File: src/common/mbd_pkg.sv
/*
 * constants and types of the media block message decoder: descriptor and
 * header field positions, register offsets and reset values.
 * assumes one 40 MHz clock domain shared with the message source.
 */
package mbd_pkg;
	// ==========================================================
	// descriptor fields
	localparam int MBD_DESC_OVR_BIT = 10;
	localparam int MBD_DESC_STRIDE_BIT = 9;
	localparam int MBD_DESC_OFFSET_BIT = 8;
	// ==========================================================
	// header fields
	localparam int MBD_TAG_MSB = 7;
	localparam int MBD_CP_PTR_MSB = 31;
	localparam int MBD_CP_PTR_LSB = 5;
	localparam int MBD_CP_FMT_MSB = 3;
	localparam int MBD_CP_FMT_LSB = 2;
	localparam int MBD_CP_AOI_BIT = 1;
	localparam int MBD_CP_EN_BIT = 0;
	localparam int MBD_BH_MSB = 21;
	localparam int MBD_BH_LSB = 16;
	localparam int MBD_BW_MSB = 4;
	localparam int MBD_OFS_MSB = 30;
	// pixel-mask grid: 8 dwords wide, 4 rows tall
	localparam int MBD_GRID_COLS = 8;
	localparam int MBD_GRID_ROWS = 4;
	localparam logic [5:0] MBD_PM_WIDTH = 6'h20;
	localparam logic [6:0] MBD_PM_HEIGHT = 7'h04;
	// ==========================================================
	// register map (byte addresses)
	localparam logic [7:0] MBD_REG_CTRL = 8'h00;
	localparam logic [7:0] MBD_REG_SURF_H = 8'h04;
	localparam logic [7:0] MBD_REG_SURF_W = 8'h08;
	localparam logic [7:0] MBD_REG_STATUS = 8'h0c;
	localparam logic [7:0] MBD_REG_DERIVED = 8'h10;
	localparam int MBD_CTRL_FULLHIST_BIT = 0;
	localparam int MBD_SURF_STRIDE_BIT = 16;
	localparam int MBD_SURF_OFFSET_BIT = 17;
	localparam logic [31:0] MBD_CTRL_RST = 32'h0000_0000;
	localparam logic [31:0] MBD_SURF_H_RST = 32'h0000_0000;
	localparam logic [31:0] MBD_SURF_W_RST = 32'h0000_0000;
	// ==========================================================
	// enumerations
	typedef enum logic {
		MBD_MODE_NORMAL = 1'b0,
		MBD_MODE_PIXEL_MASK = 1'b1
	} mbd_mode_e;
	typedef enum logic [1:0] {
		MBD_FMT_422_8 = 2'b00,
		MBD_FMT_444_8 = 2'b01,
		MBD_FMT_422_16 = 2'b10,
		MBD_FMT_444_16 = 2'b11
	} mbd_fmt_e;
endpackage

File: src/verilog/mbd_decoder.sv
/*
 * media block read/write message decoder: decodes descriptor and header
 * of one message per clk_in cycle with msg_valid_in high, one cycle later on dec_*_out.
 * assumes the message source runs on clk_in; surface state and the
 * full-image histogram setting come from wishbone registers.
 */
`timescale 1ns/1ps
module mbd_decoder
	import mbd_pkg::*;
#(
	parameter int SURF_DIM_W = 16
) (
	input wire logic clk_in,
	input wire logic reset_n_in,
	input wire logic wb_cyc_in,
	input wire logic wb_stb_in,
	input wire logic wb_we_in,
	input wire logic [7:0] wb_adr_in,
	input wire logic [3:0] wb_sel_in,
	input wire logic [31:0] wb_dat_in,
	output logic [31:0] wb_dat_out,
	output logic wb_ack_out,
	input wire logic msg_valid_in,
	input wire logic msg_write_in,
	input wire logic msg_mode_in,
	input wire logic [31:0] msg_desc_in,
	input wire logic [31:0] msg_hdr0_in,
	input wire logic [31:0] msg_hdr1_in,
	input wire logic [31:0] msg_hdr2_in,
	input wire logic [31:0] msg_hdr3_in,
	input wire logic [31:0] msg_hdr5_in,
	input wire logic [63:0] msg_pixel_in,
	output logic dec_valid_out,
	output logic dec_stride_out,
	output logic dec_stride_offset_out,
	output logic [SURF_DIM_W:0] dec_height_out,
	output logic [7:0] dec_tag_out,
	output logic dec_cp_enable_out,
	output logic [26:0] dec_cp_state_ptr_out,
	output logic [1:0] dec_cp_format_out,
	output logic dec_luma_hist_out,
	output logic [5:0] dec_blk_width_out,
	output logic [6:0] dec_blk_height_out,
	output logic [5:0] dec_row_pitch_out,
	output logic [11:0] dec_xfer_bytes_out,
	output logic [31:0] dec_pixel_we_out,
	output logic [30:0] dec_x_out,
	output logic [30:0] dec_y_out,
	output logic [30:0] dec_read_x_out,
	output logic [30:0] dec_read_y_out,
	output logic dec_write_drop_out,
	output logic [15:0] dec_chan_y0_out,
	output logic [15:0] dec_chan_y1_out,
	output logic [15:0] dec_chan_u_out,
	output logic [15:0] dec_chan_v_out,
	output logic [15:0] dec_chan_a_out
);

	// ==========================================================
	// elaboration checks
	// wider heights would run into the surface stride bits
	if (SURF_DIM_W < 1 || SURF_DIM_W > MBD_SURF_STRIDE_BIT) begin : g_bad_dim
		$error("SURF_DIM_W must lie in 1..16");
	end

	// ==========================================================
	// state
	typedef struct packed {
		logic [31:0] ctrl;
		logic [31:0] surf_h;
		logic [31:0] surf_w;
		logic [15:0] msg_count;
		logic [31:0] wb_dat;
		logic wb_ack;
		logic valid;
		logic stride;
		logic stride_offset;
		logic [SURF_DIM_W:0] height;
		logic [7:0] tag;
		logic cp_en;
		logic [26:0] cp_ptr;
		logic [1:0] cp_fmt;
		logic luma_hist;
		logic [5:0] blk_w;
		logic [6:0] blk_h;
		logic [5:0] pitch;
		logic [11:0] xfer;
		logic [31:0] pix_we;
		logic [30:0] x;
		logic [30:0] y;
		logic [30:0] rd_x;
		logic [30:0] rd_y;
		logic wr_drop;
		logic [15:0] ch_y0;
		logic [15:0] ch_y1;
		logic [15:0] ch_u;
		logic [15:0] ch_v;
		logic [15:0] ch_a;
	} mbd_state_s;

	mbd_state_s st;
	mbd_state_s next_st;

	// ==========================================================
	// helpers
	// smallest power of two not below the width in bytes
	function automatic logic [5:0] mbd_pow2_pitch(input logic [5:0] w);
		logic [5:0] p;
		p = 6'h01;
		for (int i = 0; i < 5; i++) begin
			if (p < w) begin
				p = {p[4:0], 1'b0};
			end
		end
		return p;
	endfunction

	// grid position to mask bit: col bit2 -> 16, row bit1 -> 8,
	// col bit1 -> 4, row bit0 -> 2, col bit0 -> 1
	function automatic int mbd_mask_bit(input int r, input int c);
		return ((c / 4) * 16) + ((r / 2) * 8) + (((c / 2) % 2) * 4)
			+ ((r % 2) * 2) + (c % 2);
	endfunction

	logic [31:0] grid_mask;
	for (genvar gr = 0; gr < MBD_GRID_ROWS; gr++) begin : g_row
		for (genvar gc = 0; gc < MBD_GRID_COLS; gc++) begin : g_col
			// grid entry row gr, column gc takes its own mask bit
			assign grid_mask[gr * MBD_GRID_COLS + gc] =
				msg_hdr2_in[mbd_mask_bit(gr, gc)];
		end
	end

	// ==========================================================
	// next state
	logic wb_req;
	logic [31:0] wr_mask;
	logic use_stride;
	logic use_offset;
	logic surf_stride;
	logic [SURF_DIM_W:0] h1;
	logic [SURF_DIM_W:0] hd;
	logic [SURF_DIM_W:0] surf_w0;
	logic signed [31:0] sx;
	logic signed [31:0] sy;
	logic signed [31:0] w_last;
	logic signed [31:0] h_last;
	logic cp_on;
	logic [5:0] bw;
	logic [6:0] bh;
	logic [5:0] bp;

	always_comb begin
		next_st = st;
		wb_req = wb_cyc_in && wb_stb_in && !st.wb_ack;
		wr_mask = {{8{wb_sel_in[3]}}, {8{wb_sel_in[2]}},
			{8{wb_sel_in[1]}}, {8{wb_sel_in[0]}}};
		// wishbone: one ack per request, dropped the cycle after
		next_st.wb_ack = wb_req;
		next_st.wb_dat = 32'h0000_0000;
		if (wb_req && wb_we_in) begin
			case (wb_adr_in)
				MBD_REG_CTRL: begin
					next_st.ctrl = (st.ctrl & ~wr_mask) | (wb_dat_in & wr_mask);
				end
				MBD_REG_SURF_H: begin
					next_st.surf_h = (st.surf_h & ~wr_mask) | (wb_dat_in & wr_mask);
				end
				MBD_REG_SURF_W: begin
					next_st.surf_w = (st.surf_w & ~wr_mask) | (wb_dat_in & wr_mask);
				end
				default: begin
				end
			endcase
		end
		if (wb_req && !wb_we_in) begin
			case (wb_adr_in)
				MBD_REG_CTRL: next_st.wb_dat = st.ctrl;
				MBD_REG_SURF_H: next_st.wb_dat = st.surf_h;
				MBD_REG_SURF_W: next_st.wb_dat = st.surf_w;
				MBD_REG_STATUS: next_st.wb_dat = {16'h0000, st.msg_count};
				MBD_REG_DERIVED: begin
					next_st.wb_dat = 32'(st.height);
				end
				// unmapped addresses answer with zero
				default: next_st.wb_dat = 32'h0000_0000;
			endcase
		end

		// stride selection: override or surface state
		surf_stride = st.surf_h[MBD_SURF_STRIDE_BIT];
		if (msg_desc_in[MBD_DESC_OVR_BIT]) begin
			use_stride = msg_desc_in[MBD_DESC_STRIDE_BIT];
			use_offset = msg_desc_in[MBD_DESC_OFFSET_BIT];
		end else begin
			use_stride = surf_stride;
			use_offset = st.surf_h[MBD_SURF_OFFSET_BIT];
		end
		// the start offset only means something with stride 1
		use_offset = use_offset && use_stride;

		// derived 1-based height
		h1 = {1'b0, st.surf_h[SURF_DIM_W-1:0]} + 1'b1;
		hd = h1;
		if (msg_desc_in[MBD_DESC_OVR_BIT]) begin
			if (!surf_stride && use_stride) begin
				// odd h1 truncates; the sender keeps it even
				hd = {1'b0, h1[SURF_DIM_W:1]};
			end else if (surf_stride && !use_stride) begin
				hd = {h1[SURF_DIM_W-1:0], 1'b0};
			end
		end

		// colour processing only on writes with the enable set
		cp_on = msg_write_in && msg_hdr3_in[MBD_CP_EN_BIT];

		// dword 2 carries either dimensions or a mask, never both
		if (mbd_mode_e'(msg_mode_in) == MBD_MODE_PIXEL_MASK) begin
			bw = MBD_PM_WIDTH;
			bh = MBD_PM_HEIGHT;
		end else begin
			bw = {1'b0, msg_hdr2_in[MBD_BW_MSB:0]} + 6'h01;
			bh = {1'b0, msg_hdr2_in[MBD_BH_MSB:MBD_BH_LSB]} + 7'h01;
		end
		// rows spaced by the power-of-two pitch, both directions
		bp = mbd_pow2_pitch(bw);

		// signed offsets, sign taken from bit 30
		sx = {msg_hdr0_in[MBD_OFS_MSB], msg_hdr0_in[MBD_OFS_MSB:0]};
		sy = {msg_hdr1_in[MBD_OFS_MSB], msg_hdr1_in[MBD_OFS_MSB:0]};
		surf_w0 = {1'b0, st.surf_w[SURF_DIM_W-1:0]};
		w_last = 32'(surf_w0);
		h_last = 32'(hd) - 32'sd1;

		next_st.valid = msg_valid_in;
		if (msg_valid_in) begin
			next_st.msg_count = st.msg_count + 16'h0001;
			next_st.stride = use_stride;
			next_st.stride_offset = use_offset;
			next_st.height = hd;
			next_st.tag = msg_hdr5_in[MBD_TAG_MSB:0];
			next_st.cp_en = cp_on;
			// pointer is meaningless on reads or with colour off
			next_st.cp_ptr = cp_on ?
				msg_hdr3_in[MBD_CP_PTR_MSB:MBD_CP_PTR_LSB] : 27'h0000000;
			next_st.cp_fmt = cp_on ?
				msg_hdr3_in[MBD_CP_FMT_MSB:MBD_CP_FMT_LSB] : 2'h0;
			// full-image histogram takes every luma pixel
			next_st.luma_hist = cp_on &&
				(st.ctrl[MBD_CTRL_FULLHIST_BIT] || msg_hdr3_in[MBD_CP_AOI_BIT]);
			next_st.blk_w = bw;
			next_st.blk_h = bh;
			next_st.pitch = bp;
			// size fixed by block parameters alone, no exec mask
			next_st.xfer = 12'(bp) * 12'(bh);
			// mask gates writes only; reads get every pixel
			if (msg_write_in &&
				mbd_mode_e'(msg_mode_in) == MBD_MODE_PIXEL_MASK) begin
				next_st.pix_we = grid_mask;
			end else begin
				next_st.pix_we = 32'hffff_ffff;
			end
			// offset kept in message units, conversion happens later
			next_st.x = msg_hdr0_in[MBD_OFS_MSB:0];
			next_st.y = msg_hdr1_in[MBD_OFS_MSB:0];
			// read corner clamped to nearest edge
			if (sx < 0) begin
				next_st.rd_x = 31'h00000000;
			end else if (sx > w_last) begin
				next_st.rd_x = 31'(w_last);
			end else begin
				next_st.rd_x = sx[30:0];
			end
			if (sy < 0) begin
				next_st.rd_y = 31'h00000000;
			end else if (sy > h_last) begin
				next_st.rd_y = 31'(h_last);
			end else begin
				next_st.rd_y = sy[30:0];
			end
			// corner outside the surface: the write is dropped
			next_st.wr_drop = msg_write_in &&
				(sx < 0 || sy < 0 || sx > w_last || sy > h_last);
			next_st.ch_y0 = 16'h0000;
			next_st.ch_y1 = 16'h0000;
			next_st.ch_u = 16'h0000;
			next_st.ch_v = 16'h0000;
			next_st.ch_a = 16'h0000;
			if (cp_on) begin
				case (mbd_fmt_e'(msg_hdr3_in[MBD_CP_FMT_MSB:MBD_CP_FMT_LSB]))
					MBD_FMT_422_8: begin
						next_st.ch_v = {8'h00, msg_pixel_in[31:24]};
						next_st.ch_y1 = {8'h00, msg_pixel_in[23:16]};
						next_st.ch_u = {8'h00, msg_pixel_in[15:8]};
						next_st.ch_y0 = {8'h00, msg_pixel_in[7:0]};
					end
					MBD_FMT_444_8: begin
						next_st.ch_a = {8'h00, msg_pixel_in[31:24]};
						next_st.ch_y0 = {8'h00, msg_pixel_in[23:16]};
						next_st.ch_u = {8'h00, msg_pixel_in[15:8]};
						next_st.ch_v = {8'h00, msg_pixel_in[7:0]};
					end
					MBD_FMT_422_16: begin
						next_st.ch_v = msg_pixel_in[63:48];
						next_st.ch_y1 = msg_pixel_in[47:32];
						next_st.ch_u = msg_pixel_in[31:16];
						next_st.ch_y0 = msg_pixel_in[15:0];
					end
					MBD_FMT_444_16: begin
						next_st.ch_a = msg_pixel_in[63:48];
						next_st.ch_v = msg_pixel_in[47:32];
						next_st.ch_y0 = msg_pixel_in[31:16];
						next_st.ch_u = msg_pixel_in[15:0];
					end
					default: begin
					end
				endcase
			end
		end
	end

	// ==========================================================
	// registers
	always_ff @(posedge clk_in or negedge reset_n_in) begin
		if (!reset_n_in) begin
			st <= '0;
			st.ctrl <= MBD_CTRL_RST;
			st.surf_h <= MBD_SURF_H_RST;
			st.surf_w <= MBD_SURF_W_RST;
			st.pix_we <= 32'hffff_ffff;
		end else begin
			st <= next_st;
		end
	end

	// ==========================================================
	// outputs, all straight from the state flops
	assign wb_dat_out = st.wb_dat;
	assign wb_ack_out = st.wb_ack;
	assign dec_valid_out = st.valid;
	assign dec_stride_out = st.stride;
	assign dec_stride_offset_out = st.stride_offset;
	assign dec_height_out = st.height;
	assign dec_tag_out = st.tag;
	assign dec_cp_enable_out = st.cp_en;
	assign dec_cp_state_ptr_out = st.cp_ptr;
	assign dec_cp_format_out = st.cp_fmt;
	assign dec_luma_hist_out = st.luma_hist;
	assign dec_blk_width_out = st.blk_w;
	assign dec_blk_height_out = st.blk_h;
	assign dec_row_pitch_out = st.pitch;
	assign dec_xfer_bytes_out = st.xfer;
	assign dec_pixel_we_out = st.pix_we;
	assign dec_x_out = st.x;
	assign dec_y_out = st.y;
	assign dec_read_x_out = st.rd_x;
	assign dec_read_y_out = st.rd_y;
	assign dec_write_drop_out = st.wr_drop;
	assign dec_chan_y0_out = st.ch_y0;
	assign dec_chan_y1_out = st.ch_y1;
	assign dec_chan_u_out = st.ch_u;
	assign dec_chan_v_out = st.ch_v;
	assign dec_chan_a_out = st.ch_a;

endmodule // mbd_decoder
File: config.mk
export PLATFORM = sky130hd
export DESIGN_NAME = mbd_decoder
export DESIGN_NICKNAME = d
export VERILOG_FILES = /design/src/common/mbd_pkg.sv /design/src/verilog/mbd_decoder.sv
export SDC_FILE = /design/constraint.sdc
export NUM_CORES = 1
export LEC_CHECK = 0
export ABC_AREA = 1
export ABC_CLOCK_PERIOD_IN_PS = 6070
export BUFFER_PORTS_ARGS = -buffer_cell sky130_fd_sc_hd__buf_2
export CORE_MARGIN = 3
export CORE_UTILIZATION = 40
export DETAILED_ROUTE_END_ITERATION = 16
export PLACE_DENSITY_LB_ADDON = 0.25
export SYNTH_ARGS = -nofsm -noshare
export SYNTH_HDL_FRONTEND = slang
export SYNTH_SLANG_ARGS = --single-unit
File: constraint.sdc
create_clock -name clk_in -period 6.07 [get_ports clk_in]
set_input_delay 0.607 -clock clk_in [delete_from_list [all_inputs] [get_ports clk_in]]
set_output_delay 0.607 -clock clk_in [all_outputs]
set_load 0.02 [all_outputs]
# [Word level (Yosys, flattened, before mapping)]
# Index checks and enable logic that the tools add are counted.
[classes] n_addsub=5 mul=1 magnitude_cmp=9 eq_ne=7 n_mux=26 bitwise=8 reduce_logical=24
[ops] operator="case mux 32 bit (5 select lines)" n=1
[ops] operator="bitwise AND 32 bit" n=4
[ops] operator="case mux 32 bit (4 select lines)" n=1
[ops] operator="two-way mux 31 bit" n=4
[ops] operator="bitwise OR 32 bit" n=3
[ops] operator="two-way mux 80 bit" n=1
[ops] operator="two-way mux 32 bit" n=2
[ops] operator="case mux 16 bit (2 select lines)" n=2
[ops] operator="case mux 16 bit (4 select lines)" n=1
[ops] operator="< comparator 31 x 1 -> 1 bit, second input constant" n=2
[ops] operator="two-way mux 17 bit" n=3
[ops] operator="inverter 32 bit" n=1
[ops] operator="> comparator 31 x 17 -> 1 bit" n=1
[ops] operator="> comparator 31 x 18 -> 1 bit" n=1
[ops] operator="two-way mux 6 bit" n=5
[ops] operator="two-way mux 27 bit" n=1
[ops] operator="< comparator 6 bit" n=4
[ops] operator="subtractor 17 x 1 -> 18 bit, second input constant" n=1
[ops] operator="adder 16 x 1 -> 17 bit, second input constant" n=1
[ops] operator="adder 16 x 1 -> 16 bit, second input constant" n=1
[ops] operator="equality test 8 x 4 -> 1 bit, second input constant" n=2
[ops] operator="multiplier 6 x 7 -> 12 bit" n=1
[ops] operator="logical AND 1 bit" n=11
[ops] operator="equality test 8 x 3 -> 1 bit, second input constant" n=1
[ops] operator="14 further kinds" n=25
[totals] regBits=472 inputBits=308 output_inout_bits=360 elab_cells=110

# [Longest topological paths before layout]
# Gate-level depths: netlist of run 1.
[logic_depth] depth_word=13 depth_mapped=59

# [Worst setup path before layout of run 1]
# No wires, ideal clock.
[synth_path] kind="input to register" start="input msg_hdr2_in[0]" end="register st, in the netlist dec_xfer_bytes_out[11]" setup_ns=0.066 t_arrival_ns=7.454 path_slack_ns=-1.449 path_stages=54 path_buffers=0 path_cell_list="ha_1 > nand3_1 > nand2_1 > nand2_1 > nand3_1 > inv_2 > nand2_1 > nor2_1 > inv_1 > ha_1 > xor2_1 > nand2_1 > nor2_1 > nand2_1 > nand2_2 > inv_1 > nand2_1 > inv_1 > (+18 left out) > fa_1 > inv_1 > ha_1 > inv_1 > o31ai_1 > inv_1 > nor2_1 > nor2_1 > nor2_1 > nor2_1 > inv_1 > a21oi_1 > o21bai_1 > xor2_1 > inv_1 > nand4_1 > nand3_1 > nand2_1"
[synth_via] elab_chain_cells=13
[synth_rtl] element="start, declared" line="mbd_decoder.sv:29" source="input wire logic [31:0] msg_hdr2_in,"
[synth_rtl] element="adder 5 x 1 -> 6 bit (*)" line="mbd_decoder.sv:222" source="bw = {1'b0, msg_hdr2_in[MBD_BW_MSB:0]} + 6'h01;"
[synth_rtl] element="two-way mux 6 bit (*)" line="mbd_decoder.sv:218" source="if (mbd_mode_e'(msg_mode_in) == MBD_MODE_PIXEL_MASK) begin"
[synth_rtl] element="< comparator 1 x 6 -> 1 bit" line="mbd_decoder.sv:111" source="if (p < w) begin"
[synth_rtl] element="two-way mux 2 bit" line="mbd_decoder.sv:111"
[synth_rtl] element="< comparator 6 bit" line="mbd_decoder.sv:111"
[synth_rtl] element="two-way mux 6 bit" line="mbd_decoder.sv:111"
[synth_rtl] element="< comparator 6 bit" line="mbd_decoder.sv:111"
[synth_rtl] element="two-way mux 6 bit" line="mbd_decoder.sv:111"
[synth_rtl] element="< comparator 6 bit" line="mbd_decoder.sv:111"
[synth_rtl] element="two-way mux 6 bit" line="mbd_decoder.sv:111"
[synth_rtl] element="< comparator 6 bit" line="mbd_decoder.sv:111"
[synth_rtl] element="two-way mux 6 bit (*)" line="mbd_decoder.sv:111"
[synth_rtl] element="multiplier 6 x 7 -> 12 bit (*)" line="mbd_decoder.sv:255" source="next_st.xfer = 12'(bp) * 12'(bh);"
[synth_rtl] element="end signal, assigned" line="mbd_decoder.sv:332" source="st <= next_st;"
[synth_rtl] element="end, declared" line="mbd_decoder.sv:101" source="mbd_state_s st;"
# Mark *: on every way between the ends. The rest lies on a longest branch, timed or not.
# A chain may end at the register's enable or synchronous reset.

# [Worst setup path in the final report of run 1]
[layout_path] start="input msg_hdr2_in[1]" end="register st, in the netlist dec_xfer_bytes_out[11]"
# Same word-level chain as after synthesis.

==> out/results.ini, run 1 <==
[synth]
synthTopCellsByArea = dfrtp_1 (43%), buf_4 (10%), nand2_1 (10%)
synth-edff-count = 0
syn-cell-area_um2 = 25800
avgSynthCellArea_um2 = 8.66
dominantRegCellSynth = dfrtp_1
ys_ff_latch = 471
yosys.area.top_type = dfrtp_1
synth_warnings = 0
synth_cell_types = 62
yosysTopAreaCellShare_pct = 42.5
synth_nets = 3393
async_flop_share_pct = 100
syn_inst = 2983
seq_area_frac_synth_pct = 45.8

[grt]
top_usage_layer = met2
grt_max_degree = 205
met2_usage_pct = 37.5
met3_usage_pct = 3.52
antenna_found_initial = 8
globalRouteOverflowTotal = 0
met1_usage_pct = 30.8
grt_pass1_wl_um = 120000
grt_pass1_vias = 20300
grt_usage_pct = 22.7

[sta]
setup_viol = 6
setup_tns_ns = -3.53
fmax_ghz = 0.141
fin_crit_ns = 7.10
rsz0062_at_grt = yes
finalCritPeriodShare_pct = 117
hold_viol_final = 0
finClkSkew_ns = 0.0254
slew_violations = 0
setup_ws_ns = -1.03
worst_pin_slew_ns = 1.00
max_slew_margin_pct = 32.9

[layout]
num-nets-final = 3704
mostFrequentLayoutCell = nand2_1
final_cell_mix = nand2_1 (673), buf_2 (605), dfrtp_1 (439)
multiInputGateArea_um2 = 9960
register_area_um2 = 11800
area_delta_synth_final_pct = 16.7
final.fill_count = 6217
drive_gt1_share_pct = 29.9

[power_and_ir_drop]
internal_power_w = 0.00606
swShare_pct = 30.1
p_leak_nw = 15.6
pwr_density_cell_nw_per_um2 = 288
switchingPower_w = 0.00261
total_power_w = 0.00867
power.share.sequential_pct = 40.0
pwr-share-clk_pct = 40.0
power_frac_comb_pct = 19.9
ir_drop_mv = 0.226

[worst_setup_path]
slowest_stage = fa_1
critPathMaxFanout = 6
critical_path_required_ns = 6.61
cpPeakStageDelay_ns = 0.54
crit_path_frequent_cell = inv_2
cp-start-kind = input port
criticalPathCategory = input port to register
crit_path_end_kind = register
arrival_ns = 7.64

[routing]
route.detailed.drc = 0
post_drt_wl_per_cell_um = 18.9
drt_iter0_markers = 1547
dr.pass1.iters = 7
viasPerCell = 4.99
wirelength_um = 79200
num_vias = 20900
postRouteAntennaNets = 0

[clock_network]
cts_sinks = 471
htree_levels = 2
numCtsBuffers = 54
clk_path_buf_depth = 3
clk_pin_slew_worst_paths_ns = 0.06
cts_root_buf = clkbuf_16
cts_tree = done
clkLatencyLatePin_ns = 0.61

[die]
die_h_um = 260
rows = 92
core_area_um2 = 63400
design.die.area_um2 = 67600
initial_core_util_pct = 40.7
pin_count = 668
die_w_um = 260

[status]
violations = setup timing
status = finished, violations left

[placement]
detailedPlace.worstSlack_ns = -1.81
dpl.hpwl_um = 57700
place.gp.congestion = 0.901
portBuffers = 610

[run]
maxCapViolations = 0

[worst_hold_path]
hold_path.class = input port to register

## path summary, 6_finish.rpt
path                                start                      to  slack, ns  depth (start not counted)
setup / recovery           msg_hdr2_in[1]  dec_xfer_bytes_out[11]      -1.03                         56
hold / removal             msg_hdr5_in[0]          dec_tag_out[0]       0.21                          3
setup reg to reg                 register      dec_read_y_out[13]       0.79                         32
hold reg to reg                wb_ack_out              wb_ack_out       0.44                          1
max in group asynchronous      reset_n_in          wb_dat_out[25]       4.07                          3
min in group asynchronous      reset_n_in          dec_tag_out[0]       0.59                          2
## logic make-up (layout without fill, tap and decap cells)
logic type,count (synthesis),in the layout,share of synthesized area [%]
XOR/XNOR,38,38,1.29
adder cells (fa/ha/maj),102,102,5.52
other,1,7,0.0145
buffers and inverters,811,1164,17.1
AND/OR/NAND/NOR,976,976,15.6
multiplexers,1,1,0.0388
flip-flops,471,471,45.8
AO/OA/AOI/OAI,583,583,14.7
## worst max-delay path, delay by kind of cell
family / cells / cell delay (ns)
adder cells (fa/ha/maj): 8 / 2.66
AND/OR/NAND/NOR: 25 / 1.97
AO/OA/AOI/OAI: 8 / 1.17
buffers and inverters: 13 / 0.90
XOR/XNOR: 2 / 0.32
## power groups by stage
stage,Combinational [W],Sequential (W),Clock [W]
2_1_floorplan,0.00114,0.00349,0
3_3_place_gp,0.00157,0.00352,0
3_5_place_dp,0.00158,0.00352,0
4_1_cts,0.00167,0.00347,0.00356
5_1_grt,0.00191,0.00349,0.00368
6_report,0.00173,0.00347,0.00347
## synth_stat cells (16+ instances only)
cell      count
a21oi_1      66
a221oi_1     18
a32o_1       68
buf_4       354
clkbuf_1    115
dfrtp_1     439
dfstp_2      32
fa_1         20
ha_1         82
inv_1       312
nand2_1     689
nand3_1      68
nor2_1      141
nor3_1       17
o211ai_1     17
o21ai_0     255
o21ai_1      16
o221ai_1     16
o22ai_1      44
o31ai_1      19
o32a_1       27
xor2_1       33
## per-stage QoR
stage / utilization, % / instances / cell area [µm²] / hold WS [ns]
2_1_floorplan: - / 2983 / 25900 / 0.311
3_3_place_gp: 43.5 / 4046 / 27600 / 0.440
3_5_place_dp: 43.5 / 4046 / 27600 / 0.432
4_1_cts: 47.0 / 4171 / 29800 / 0.164
5_1_grt: 47.5 / 4188 / 30100 / 0.201
6_report: 47.5 / 4188 / 30100 / 0.209
## cell type report
cell class	instances	area share, %
tap	846	3.51
multi-input combinational	1701	33.1
sequential	471	39.3
clock inverter	32	1.31
timing repair buffer	738	13.7
clock buffer	66	4.97
antenna	6	0.0498
inverter	328	4.13
## what timing repair did
action	4_1_cts	5_1_grt
setup buffers	32	12
endpoints found under the setup margin	7	8
gates cloned	0	0
hold buffers	1	0
hold endpoints to repair	38	0
pin swaps	58	28
gates resized for setup	41	43
## metal layers
| metal | vias up | routed length, µm | part of all wire, % |
|---|---|---|---|
| met3 | 126 | 4460 | 5.6 |
| met4 | 0 | 2140 | 2.7 |
| li1 | 10100 | - | - |
| met1 | 10100 | 34400 | 43 |
| met2 | 629 | 38200 | 48 |
| met5 | - | 0 | 0 |
Note: power is estimated with default switching activity, not from simulation.
==> run 2: changes to the inputs <==
CELL_PAD_IN_SITES_DETAIL_PLACEMENT = 1   (was default)
CELL_PAD_IN_SITES_GLOBAL_PLACEMENT = 2   (was default)
CORE_UTILIZATION = 31   (was 40)
==> run 2 against run 1 <==
  * The run still ends with setup timing left
  * Worst setup slack lost 0.25 ns
  * Highest routed layer is now met5
  * Clock power is essentially flat
  * First-iteration DRC count fell by 38%
  * Hold slack worse by 0.19 ns
  * Largest cell class unchanged
  * Register-to-register slack got worse by 0.06 ns
  * Utilization decreased by 10 points
  * Final area up 1.8%
  * Combinational power grew 8%
  * Global-route usage shrank 1.4 points
==> out/results.ini, run 2 (synthesis gave the netlist of run 1 again) <==
[status]
status = finished, violations left
violations = setup timing

[placement]
portBuffers = 610  ; unchanged
dpl.hpwl_um = 71700  ; +24%
place.gp.congestion = 0.904  ; +0.36%
placed_cell_area_um2 = 27900  ; +1.0%

[worst_setup_path]
criticalPathCategory = input port to register
arrival_ns = 7.89  ; +0.25 ns
cpPeakStageDelay_ns = 0.54  ; about the same
crit_path_end_kind = register
cp-startpoint = msg_hdr2_in[1]
crit_family = adder cells
critical_path_required_ns = 6.61  ; about the same
crit_path_frequent_cell = inv_2
cp-start-kind = input port
crit_buf_inv = 13  ; unchanged
critPathMaxFanout = 6  ; unchanged
slowest_stage = fa_1

[grt]
grt_pass1_vias = 23300  ; +15%
grt_max_degree = 150  ; -27%
grt_pass1_wl_um = 143000  ; +19%
grt_usage_pct = 21.3  ; -1.4 points
antenna_found_initial = 15  ; +7
globalRouteOverflowTotal = 0  ; unchanged

[routing]
route.detailed.drc = 0  ; unchanged
wirelength_um = 95400  ; +20%
post_drt_wl_per_cell_um = 21.5  ; +14%
postRouteAntennaNets = 0  ; unchanged
drt_iter0_markers = 964  ; -38%
dr.pass1.iters = 5  ; -2
num_vias = 21600  ; +3.2%
viasPerCell = 4.86  ; -2.6%

[run]
maxCapViolations = 0  ; unchanged

[sta]
hold_viol_final = 0  ; unchanged
setup_viol = 7  ; +1
rsz0062_at_grt = yes
slew_violations = 0  ; unchanged
finClkSkew_ns = 0.0255  ; +0.0000702 ns
fin_crit_ns = 7.35  ; +0.248 ns
fmax_ghz = 0.136  ; -3.4%
setup_ws_ns = -1.28  ; -0.248 ns
finalCritPeriodShare_pct = 121  ; +4.1 points
worst_pin_slew_ns = 1.09  ; +0.0914 ns
max_slew_margin_pct = 27.0  ; -5.8 points

[clock_network]
cts_root_buf = clkbuf_16
hold_buffers = 0  ; -1
numCtsBuffers = 57  ; +5.6%
clk_path_buf_depth = 3  ; unchanged
clkLatencyLatePin_ns = 0.62  ; about the same
cts_sinks = 471  ; unchanged
cts_tree = done
clk_pin_slew_worst_paths_ns = 0.06  ; about the same
htree_levels = 2  ; unchanged

[layout]
num-nets-final = 3718  ; +0.38%
finalInstanceArea_um2 = 30700  ; +1.8%
area_delta_synth_final_pct = 18.7
final_core_util_pct = 37.3  ; -10 points
drive_gt1_share_pct = 30.6  ; +0.65 points
mostFrequentLayoutCell = nand2_1
final_cell_mix = nand2_1 (667), buf_2 (605), dfrtp_1 (439)

[die]
die_h_um = 295  ; +13%
rows = 105  ; +14%
pin_count = 668  ; unchanged
die_w_um = 295  ; +13%
core_area_um2 = 82200  ; +30%
design.die.area_um2 = 86800  ; +28%
initial_core_util_pct = 31.4  ; -9.3 points

[power_and_ir_drop]
ir_drop_mv = 0.185  ; -18%
p_leak_nw = 15.7  ; +0.54%
pwr_density_cell_nw_per_um2 = 287  ; -0.36%

[worst_hold_path]
hold_path.class = input port to asynchronous set/reset pin

[run 2: changes by cell type in the layout (fill, tap and decap cells not counted), sizes merged]
cell         previous run  this run
clkinv                 16        12
dlygate4sd3             1         0
clkbuf                 67        92
buf                   736       748
inv                   332       328
clkinvlp                5         2
bufinv                  7         3
diode                   6        11
[run 2: worst reg2reg max path: cells and delay by family (launching register included)]
| family | cells | cell delay (ns) |
|---|---|---|
| flip-flops | 1 | 0.39 |
| AO/OA/AOI/OAI | 6 | 1.10 |
| adder cells (fa/ha/maj) | 2 | 0.46 |
| buffers and inverters | 3 | 0.29 |
| XOR/XNOR | 1 | 0.25 |
| AND/OR/NAND/NOR | 18 | 2.73 |
[run 2: area by class of cell]
class	count	area (µm²)
flip-flops and latches	471	11800
diodes	11	27.5
well taps	1070	1340
clock inverters	17	201
inverters	328	1250
clock buffers	91	1700
repair buffers	749	4180
multi-input cells	1701	10100
fillers	9794	51600
[run 2: final timing paths]
| path | slack (ns) | depth (start not counted) | endpoint |
|---|---|---|---|
| worst max-delay path | -1.28 | 56 | dec_xfer_bytes_out[11] |
| worst min-delay path | 0.02 | 1 | dec_read_x_out[21] |
| worst max register to register | 0.73 | 30 | dec_read_y_out[18] |
| worst min register to register | 0.45 | 1 | wb_ack_out |
| max in group asynchronous | 4.77 | 2 | dec_chan_y0_out[12] |
| min in group clk_in | 0.21 | 3 | dec_x_out[19] |
[run 2: power breakdown]
group / internal (W) / switching (W) / leakage [nW]
Sequential: 0.00335 / 0.000128 / 6.19
Clock: 0.00204 / 0.00141 / 0.924
Combinational: 0.000687 / 0.00118 / 8.62
Total: 0.00608 / 0.00272 / 15.7
[run 2: routing by layer]
metal	routed length, µm	track usage (%)	share of wire, %	up-vias
met2	47500	37.2	50	514
met1	40300	26.7	42	10800
met4	3270	7.41	3.4	2
li1	-	-	-	10100
met3	4320	3.32	4.5	152
met5	18	0	0.019	-
[run 2: what timing repair did]
item	4_1_cts	5_1_grt
endpoints found under the setup margin	8	9
gates resized for setup	60	61
buffers inserted	35	16
pin swaps	68	40
hold endpoints to repair	0	0
gates cloned	0	0
[run 2: through the flow]
step	setup slack [ns]	power (W)	std cells	setup TNS (ns)	hold slack, ns
floorplan	-1.09	0.00463	2983	-3.94	0.311
global placement	-1.98	0.00515	4272	-9.91	0.436
detailed placement	-2.23	0.00519	4272	-11.92	0.432
CTS	-1.09	0.00884	4411	-4.37	0.0149
global route	-1.74	0.00926	4437	-9.04	0.0442
finish	-1.28	0.00880	4438	-6.10	0.0224
